==> src/pcfd_pkg.sv <==
// Constants shared by the pulse capture timer and its prescaler.
// Assumes a single 40 MHz clock domain and an 8-bit register port.
package pcfd_pkg;
    // ==========================================
    // Register map
    localparam logic [3:0] ADDR_CTRL = 4'h0;
    localparam logic [3:0] ADDR_CNT = 4'h1;
    localparam logic [3:0] ADDR_INTC = 4'h2;
    localparam logic [3:0] ADDR_MISC = 4'h3;
    // ==========================================
    // Field positions
    localparam int CTL_MODE_LSB = 6;
    localparam int CTL_ON = 4;
    localparam int CTL_EDGE = 3;
    localparam int INTC_EN = 0;
    localparam int INTC_FLAG = 1;
    localparam int MISC_PFD_EN = 0;
    localparam int MISC_OD_LSB = 4;
    // ==========================================
    // Reset values
    localparam logic [7:0] CTRL_RST = 8'h08;
    localparam logic [7:0] CNT_RST = 8'h00;
    localparam logic [7:0] PRELOAD_RST = 8'h00;
    localparam logic [7:0] INTC_RST = 8'h00;
    localparam logic [7:0] MISC_RST = 8'h00;
    localparam logic [7:0] CNT_FULL = 8'hff;
    // ==========================================
    // Modes and states
    localparam logic [1:0] MODE_EVT_CMP = 2'b00;
    localparam logic [1:0] MODE_EVT_PIN = 2'b01;
    localparam logic [1:0] MODE_TIMER = 2'b10;
    localparam logic [1:0] MODE_CAPTURE = 2'b11;
    localparam int PSC_W = 7;
    localparam int SYNC_N = 4;
    typedef enum logic [1:0] {
        CAP_IDLE = 2'b00,
        CAP_ARMED = 2'b01,
        CAP_RUN = 2'b11
    } pcfd_cap_t;
endpackage

==> src/pcfd_pre_if.sv <==
// Link between the timer core and its clock prescaler.
// Assumes both ends share the same clock.
`timescale 1ns/100ps
`default_nettype none
interface pcfd_pre_if;
    logic [2:0] psc;
    logic hold;
    logic tick;
    modport ctl (output psc, output hold, input tick);
    modport pre (input psc, input hold, output tick);
endinterface
`default_nettype wire

==> src/pcfd_prescaler.sv <==
// Prescaler: one-cycle tick every 2**psc system clocks.
// Assumes psc and hold come from logic on the same clock.
`timescale 1ns/100ps
`default_nettype none
module pcfd_prescaler (
    input wire logic clk, // System clock
    input wire logic arst_n, // Async reset
    pcfd_pre_if.pre pre // Rate in, tick out
);
    logic [pcfd_pkg::PSC_W-1:0] div_r;
    logic [pcfd_pkg::PSC_W-1:0] div_nxt;
    logic [pcfd_pkg::PSC_W-1:0] mask;

    always_comb begin
        div_nxt = div_r + 7'h01;
        mask = 7'(({7'h00, 1'b1} << pre.psc) - 8'h01);
    end

    // Held tick is dropped, so a count may be lost
    assign pre.tick = !pre.hold && ((div_r & mask) == mask);

    always_ff @(posedge clk or negedge arst_n) begin
        if (!arst_n) begin
            div_r <= 7'h00;
        end else begin
            div_r <= div_nxt;
        end
    end
endmodule
`default_nettype wire

==> src/pcfd_top.sv <==
// Eight-bit count-up timer with pulse width capture and divider output.
// Assumes one 40 MHz clock; pins arrive asynchronously and are synced.
//
// The implementer's own choices: the plain strobed port and the address map.
`timescale 1ns/100ps
`default_nettype none
module pcfd_top (
    input wire logic clk, // 40 MHz system clock
    input wire logic arst_n, // Async reset, active low
    input wire logic [3:0] addr, // Register address
    input wire logic [7:0] wdata, // Write data
    input wire logic wr, // Write strobe
    input wire logic rd, // Read strobe
    output logic [7:0] rdata, // Read data, cycle after rd
    input wire logic timer_pin, // Shared timer input pin
    input wire logic cmp_out, // Comparator output for event mode
    input wire logic [1:0] ext_int_pin, // External interrupt pins
    output logic [1:0] ext_int_filt, // Filtered interrupt pins
    input wire logic filter_on, // Pin filter option
    input wire logic power_down, // Core is powered down
    output logic irq, // Timer interrupt to core
    output logic wake, // Wake-up pulse
    output logic shared_divider_pin_out, // Divider pin level
    output logic shared_divider_pin_oe, // Divider drives pin
    output logic [3:0] open_drain_sel // Port B open drain selects
);
    // ==========================================
    // Declarations
    logic [pcfd_pkg::SYNC_N-1:0] raw;
    logic [pcfd_pkg::SYNC_N-1:0] s1_r;
    logic [pcfd_pkg::SYNC_N-1:0] s2_r;
    logic [pcfd_pkg::SYNC_N-1:0] s3_r;
    logic [pcfd_pkg::SYNC_N-1:0] flt_r;
    logic [pcfd_pkg::SYNC_N-1:0] flt_nxt;
    logic [pcfd_pkg::SYNC_N-1:0] prev_r;
    logic [7:0] ctrl_r;
    logic [7:0] ctrl_nxt;
    logic [7:0] cnt_r;
    logic [7:0] cnt_nxt;
    logic [7:0] preload_r;
    logic [7:0] preload_nxt;
    logic ien_r;
    logic ien_nxt;
    logic flag_r;
    logic flag_nxt;
    logic [7:0] misc_r;
    logic [7:0] misc_nxt;
    logic pfd_r;
    logic pfd_nxt;
    logic wake_r;
    logic wake_nxt;
    logic [7:0] rdata_r;
    logic [7:0] rdata_nxt;
    pcfd_pkg::pcfd_cap_t cap_r;
    pcfd_pkg::pcfd_cap_t cap_nxt;
    logic [1:0] mode;
    logic count_enable_bit;
    logic te;
    logic cap_mode;
    logic pin_rise;
    logic pin_fall;
    logic cmp_rise;
    logic cmp_fall;
    logic start_edge;
    logic stop_edge;
    logic auto_clr;
    logic step;
    logic ovf;
    logic wr_ctrl;
    logic wr_cnt;
    logic wr_intc;
    logic wr_misc;
    logic rd_cnt;
    logic tick;

    pcfd_pre_if pre_bus ();

    // ==========================================
    // Pin synchronisers and shared filter
    assign raw = {cmp_out, ext_int_pin, timer_pin};

    genvar gi;
    generate
        for (gi = 0; gi < pcfd_pkg::SYNC_N; gi++) begin : g_pin
            // Comparator is internal and skips the pin filter
            always_comb begin
                if (!(filter_on && gi < 3) || s2_r[gi] == s3_r[gi]) begin
                    flt_nxt[gi] = s2_r[gi];
                end else begin
                    flt_nxt[gi] = flt_r[gi];
                end
            end

            always_ff @(posedge clk or negedge arst_n) begin
                if (!arst_n) begin
                    s1_r[gi] <= 1'b0;
                    s2_r[gi] <= 1'b0;
                    s3_r[gi] <= 1'b0;
                    flt_r[gi] <= 1'b0;
                    prev_r[gi] <= 1'b0;
                end else begin
                    s1_r[gi] <= raw[gi];
                    s2_r[gi] <= s1_r[gi];
                    s3_r[gi] <= s2_r[gi];
                    flt_r[gi] <= flt_nxt[gi];
                    prev_r[gi] <= flt_r[gi];
                end
            end
        end
    endgenerate

    assign ext_int_filt = flt_r[2:1];

    // ==========================================
    // Edge detection
    always_comb begin
        pin_rise = flt_r[0] && !prev_r[0];
        pin_fall = !flt_r[0] && prev_r[0];
        cmp_rise = flt_r[3] && !prev_r[3];
        cmp_fall = !flt_r[3] && prev_r[3];
        start_edge = te ? pin_rise : pin_fall;
        stop_edge = te ? pin_fall : pin_rise;
    end

    // ==========================================
    // Register decode
    always_comb begin
        mode = ctrl_r[pcfd_pkg::CTL_MODE_LSB +: 2];
        count_enable_bit = ctrl_r[pcfd_pkg::CTL_ON];
        te = ctrl_r[pcfd_pkg::CTL_EDGE];
        cap_mode = (mode == pcfd_pkg::MODE_CAPTURE);
        wr_ctrl = wr && addr == pcfd_pkg::ADDR_CTRL;
        wr_cnt = wr && addr == pcfd_pkg::ADDR_CNT;
        wr_intc = wr && addr == pcfd_pkg::ADDR_INTC;
        wr_misc = wr && addr == pcfd_pkg::ADDR_MISC;
        rd_cnt = rd && addr == pcfd_pkg::ADDR_CNT;
    end

    // ==========================================
    // Prescaler
    assign pre_bus.psc = ctrl_r[2:0];
    assign pre_bus.hold = rd_cnt || wr_cnt;
    assign tick = pre_bus.tick;

    pcfd_prescaler u_pre (
        .clk(clk),
        .arst_n(arst_n),
        .pre(pre_bus)
    );

    // ==========================================
    // Capture sequencer
    always_comb begin
        cap_nxt = cap_r;
        auto_clr = 1'b0;
        case (cap_r)
            pcfd_pkg::CAP_IDLE: begin
                if (cap_mode && count_enable_bit) begin
                    cap_nxt = pcfd_pkg::CAP_ARMED;
                end
            end
            pcfd_pkg::CAP_ARMED: begin
                if (!cap_mode || !count_enable_bit) begin
                    cap_nxt = pcfd_pkg::CAP_IDLE;
                end else if (start_edge) begin
                    cap_nxt = pcfd_pkg::CAP_RUN;
                end
            end
            pcfd_pkg::CAP_RUN: begin
                if (!cap_mode || !count_enable_bit) begin
                    cap_nxt = pcfd_pkg::CAP_IDLE;
                end else if (stop_edge) begin
                    cap_nxt = pcfd_pkg::CAP_IDLE;
                    auto_clr = 1'b1;
                end
            end
            default: begin
                cap_nxt = pcfd_pkg::CAP_IDLE;
            end
        endcase
    end

    // ==========================================
    // Counter, preload and divider
    always_comb begin
        step = 1'b0;
        case (mode)
            pcfd_pkg::MODE_CAPTURE: step = (cap_r == pcfd_pkg::CAP_RUN) && tick;
            pcfd_pkg::MODE_TIMER: step = count_enable_bit && tick;
            pcfd_pkg::MODE_EVT_PIN: step = count_enable_bit && !pre_bus.hold && (te ? pin_fall : pin_rise);
            default: step = count_enable_bit && !pre_bus.hold && (te ? cmp_fall : cmp_rise);
        endcase
        ovf = step && cnt_r == pcfd_pkg::CNT_FULL;
        preload_nxt = wr_cnt ? wdata : preload_r;
        if (ovf) begin
            cnt_nxt = preload_r;
        end else if (step) begin
            cnt_nxt = cnt_r + 8'h01;
        end else if (wr_cnt && !count_enable_bit) begin
            // Stopped timer loads the count directly
            cnt_nxt = wdata;
        end else begin
            cnt_nxt = cnt_r;
        end
        pfd_nxt = ovf ? !pfd_r : pfd_r;
    end

    // ==========================================
    // Control, interrupt and misc registers
    always_comb begin
        ctrl_nxt = ctrl_r;
        if (wr_ctrl) begin
            ctrl_nxt = {wdata[7:6], 1'b0, wdata[4:0]};
        end else if (auto_clr) begin
            ctrl_nxt[pcfd_pkg::CTL_ON] = 1'b0;
        end
        ien_nxt = wr_intc ? wdata[pcfd_pkg::INTC_EN] : ien_r;
        // Overflow beats a same-cycle clear
        if (ovf) begin
            flag_nxt = 1'b1;
        end else if (wr_intc) begin
            flag_nxt = wdata[pcfd_pkg::INTC_FLAG];
        end else begin
            flag_nxt = flag_r;
        end
        // A flag already set blocks the wake-up
        wake_nxt = ovf && power_down && !flag_r;
        misc_nxt = wr_misc ? {wdata[7:4], 3'b000, wdata[0]} : misc_r;
    end

    // ==========================================
    // Read port
    always_comb begin
        rdata_nxt = 8'h00;
        if (rd) begin
            case (addr)
                pcfd_pkg::ADDR_CTRL: rdata_nxt = ctrl_r;
                pcfd_pkg::ADDR_CNT: rdata_nxt = cnt_r;
                pcfd_pkg::ADDR_INTC: rdata_nxt = {6'h00, flag_r, ien_r};
                pcfd_pkg::ADDR_MISC: rdata_nxt = misc_r;
                default: rdata_nxt = 8'h00;
            endcase
        end
    end

    // ==========================================
    // State registers
    always_ff @(posedge clk or negedge arst_n) begin
        if (!arst_n) begin
            ctrl_r <= pcfd_pkg::CTRL_RST;
            cnt_r <= pcfd_pkg::CNT_RST;
            preload_r <= pcfd_pkg::PRELOAD_RST;
            ien_r <= pcfd_pkg::INTC_RST[pcfd_pkg::INTC_EN];
            flag_r <= pcfd_pkg::INTC_RST[pcfd_pkg::INTC_FLAG];
            misc_r <= pcfd_pkg::MISC_RST;
            pfd_r <= 1'b0;
            wake_r <= 1'b0;
            rdata_r <= 8'h00;
            cap_r <= pcfd_pkg::CAP_IDLE;
        end else begin
            ctrl_r <= ctrl_nxt;
            cnt_r <= cnt_nxt;
            preload_r <= preload_nxt;
            ien_r <= ien_nxt;
            flag_r <= flag_nxt;
            misc_r <= misc_nxt;
            pfd_r <= pfd_nxt;
            wake_r <= wake_nxt;
            rdata_r <= rdata_nxt;
            cap_r <= cap_nxt;
        end
    end

    // ==========================================
    // Outputs
    assign rdata = rdata_r;
    assign irq = flag_r && ien_r;
    assign wake = wake_r;
    assign shared_divider_pin_out = pfd_r;
    assign shared_divider_pin_oe = misc_r[pcfd_pkg::MISC_PFD_EN];
    assign open_drain_sel = misc_r[pcfd_pkg::MISC_OD_LSB +: 4];
endmodule
`default_nettype wire

==> config.mk <==
export PLATFORM = sky130hd
export DESIGN_NAME = pcfd_top
export DESIGN_NICKNAME = d
export VERILOG_FILES = /design/src/pcfd_pkg.sv /design/src/pcfd_pre_if.sv /design/src/pcfd_prescaler.sv /design/src/pcfd_top.sv
export SDC_FILE = /design/constraint.sdc
export NUM_CORES = 1
export LEC_CHECK = 0
export ABC_AREA = 1
export BUFFER_PORTS_ARGS = -buffer_cell sky130_fd_sc_hd__buf_2
export CAP_MARGIN = 20
export CORE_UTILIZATION = 55
export DETAILED_ROUTE_END_ITERATION = 6
export GPL_TIMING_DRIVEN = 0
export PLACE_DENSITY = 0.76
export SYNTH_ARGS = -nofsm -noshare
export SYNTH_HDL_FRONTEND = slang
export SYNTH_SLANG_ARGS = --single-unit
==> constraint.sdc <==
create_clock -name clk -period 4.46 [get_ports clk]
set_input_delay 0.892 -clock clk [delete_from_list [all_inputs] [get_ports clk]]
set_output_delay 0.892 -clock clk [all_outputs]
set_load 0.05 [all_outputs]
==> impl_metrics.json <==
{
  "power.density_nw_per_um2": 507.7,
  "worstMarginPinSlew_ps": 791.5,
  "status": "completed",
  "rows": 27,
  "dr.pass1.iters": 4,
  "initial_core_util_pct": 57.16,
  "top_usage_layer": "met2",
  "rsz0062_at_grt": "no",
  "worstPathArrival_ps": 2510,
  "cts_setup_buffers": 0,
  "max_slew_margin_pct": 47.23,
  "num-fill-cells": 501,
  "synth_seq_cells": 66,
  "cp.required_ps": 4700,
  "die_y_um": 77.88,
  "numCtsBuffers": 9,
  "grt_pass1_wl_um": 11120,
  "multi_input_area_um2": 1286,
  "gp_congestion": 0.9304,
  "first_iter_violations": 100,
  "min_period_ps": 2273,
  "final_common_cell": "nand2_1",
  "avgViaCountPerCell": 5.208,
  "avgSynthCellArea_um2": 8.605,
  "area_delta_synth_final_pct": 16.28,
  "overflow": 0,
  "ctsHtreeMaxLevel": 3,
  "final_cell_mix": "nand2_1 (113), dfrtp_1 (65), inv_1 (42)",
  "setup_viol": 0,
  "yosys_warnings": 0,
  "cp-start-kind": "register",
  "peakVddDrop_uv": 263.9,
  "place_area_um2": 3455,
  "die_width_um": 77.88,
  "drive_gt1_share_pct": 19.15,
  "fin_crit_sh_pct": 50.97,
  "setup_tns_ps": 0,
  "synth_nets": 393,
  "port_buffers": 39,
  "die_area_um2": 6065,
  "hpwl_um": 4637,
  "synth_top_area_share_pct": 51.36,
  "antenna_left": 0,
  "antenna_found_initial": 0,
  "crit_fanout": 10,
  "drv_slew": 0,
  "use_met3_pct": 4.824,
  "cap_violations": 0,
  "cts_buffer_depth": 2,
  "wirelength_um": 6426,
  "clkSlewWorstSetupHoldPaths_ps": 70,
  "hold_class": "reg -> reg",
  "synth_seq_area_share_pct": 52.19,
  "cts.repair.resized": 0,
  "vias": 2578,
  "clkSinkCount": 66,
  "synth_area_um2": 3167,
  "synth.largest_area_cell": "dfrtp_1",
  "synthCells": 368,
  "cts_root_buf": "clkbuf_8",
  "end_kind": "register",
  "seq_area_um2": 1653,
  "worstSetupPathType": "reg -> reg",
  "final_area_um2": 3682,
  "hold_buffers": 0,
  "finalHoldViolations": 0,
  "grtUsageMet1_pct": 33.13,
  "routedWlPerCell_um": 12.98,
  "final_util_pct": 66.46,
  "num_io_pins": 40,
  "leakage_nw": 1.934,
  "finClkSkew_ps": 5.837,
  "grt_util_met2_pct": 36.55,
  "grt_pass1_vias": 2466,
  "diodes": 0,
  "drc_errors": 0,
  "clock_latency_ps": 340,
  "synth_area_leaders": "dfrtp_1 (51%), nand2_1 (13%), inv_1 (5.0%)",
  "nNetsFinal": 443,
  "ys_types": 38,
  "core_area_um2": 5540,
  "grtUsageTotal_pct": 24.03,
  "p_total_mw": 1.870,
  "fmax_ghz": 0.4399,
  "grt_max_degree": 67,
  "cts_tree": "yes"
}
Yosys cell counts, drive strengths merged:
master and number:
nor2 17, o211a 1, inv 45, o311ai 1
nand2 117, o21ai 28, dfstp 1, o22ai 1
buf 5, ha 3, a21oi 11, clkbuf 2
o221ai 2, o211ai 4, nor3 4, a221oi 1
nor3b 2, o31ai 1, nand3 35, nand4 8
clkinv 2, dfrtp 65, xnor2 1, xor2 10
o21bai 1
layout make-up:
class	count	share of cell area, %
inverters	47	4.927
well taps	72	2.446
repair buffers	39	5.369
flip-flops and latches	66	44.89
multi-input cells	248	34.93
clock inverters	6	2.446
clock buffers	10	3.738
plain buffers	7	1.257
worst paths after layout:
check / end / depth (start not counted) / slack (ps) / start
hold reg to reg: s2_r[2]$_DFF_PN0_ / 0 / 350 / s1_r[2]$_DFF_PN0_
hold / removal: s2_r[2]$_DFF_PN0_ / 0 / 350 / s1_r[2]$_DFF_PN0_
setup / recovery: cnt_r[0]$_DFFE_PN0P_ / 14 / 2190 / ctrl_r[1]$_DFFE_PN0P_
max in group asynchronous: flag_r$_DFFE_PN0P_ / 1 / 3310 / arst_n
min in group asynchronous: u_pre.div_r[2]$_DFF_PN0_ / 1 / 640 / arst_n
setup reg to reg: cnt_r[0]$_DFFE_PN0P_ / 14 / 2190 / ctrl_r[1]$_DFFE_PN0P_
registers in the layout (all words and copies together), names as in the netlist, 2 cells and up:
name and cells:
cap_r 2, cnt_r 8, ctrl_r 7, ext_int_filt 2, flt_r 2, misc_r 5, preload_r 8, prev_r 2
rdata 8, s1_r 4, s2_r 3, s3_r 3, u_pre.div_r 7
kinds of logic after synthesis:
| logic type | Yosys count | share of synthesized area, % |
|---|---|---|
| compound gates | 51 | 10.39 |
| buf+inv | 54 | 7.191 |
| fa+ha+maj | 3 | 1.185 |
| simple gates | 183 | 26.00 |
| flops | 66 | 52.19 |
| xor+xnor | 11 | 3.042 |
through the flow:
| step | cells | hold WS [ps] | setup WS, ps |
|---|---|---|---|
| finish | 495 | 350.7 | 2187 |
| global route | 495 | 363.7 | 1968 |
| CTS | 495 | 352.6 | 2168 |
| detailed placement | 479 | 335.6 | 1882 |
| global placement | 479 | 331.3 | 1942 |
| floorplan | 368 | 331.2 | 2316 |
worst max-delay path, stage by stage (launching register included):
cell,delay [ps]
dfrtp_1,460
inv_2,140
nand3_1,90
ha_1,270
nor2_1,30
a21oi_1,120
nand2_1,70
nor2_1,100
nand2_1,90
o21bai_4,240
nand2_4,160
o21ai_4,190
inv_6,70
nand2_1,70
nand2_1,50
report_power, final:
part	internal, mW	leakage [nW]	switching, mW
registers	0.697	0.818	0.101
logic	0.179	1.00	0.326
clock network	0.331	0.112	0.236
total	1.21	1.93	0.663
metal layers:
metal | share of wire [%] | wire [um]
met1 | 47 | 3038
met4 | 2.3 | 148
met3 | 4.6 | 297
met5 | 0 | 0
met2 | 46 | 2941
(Power assumes the default switching activity.)
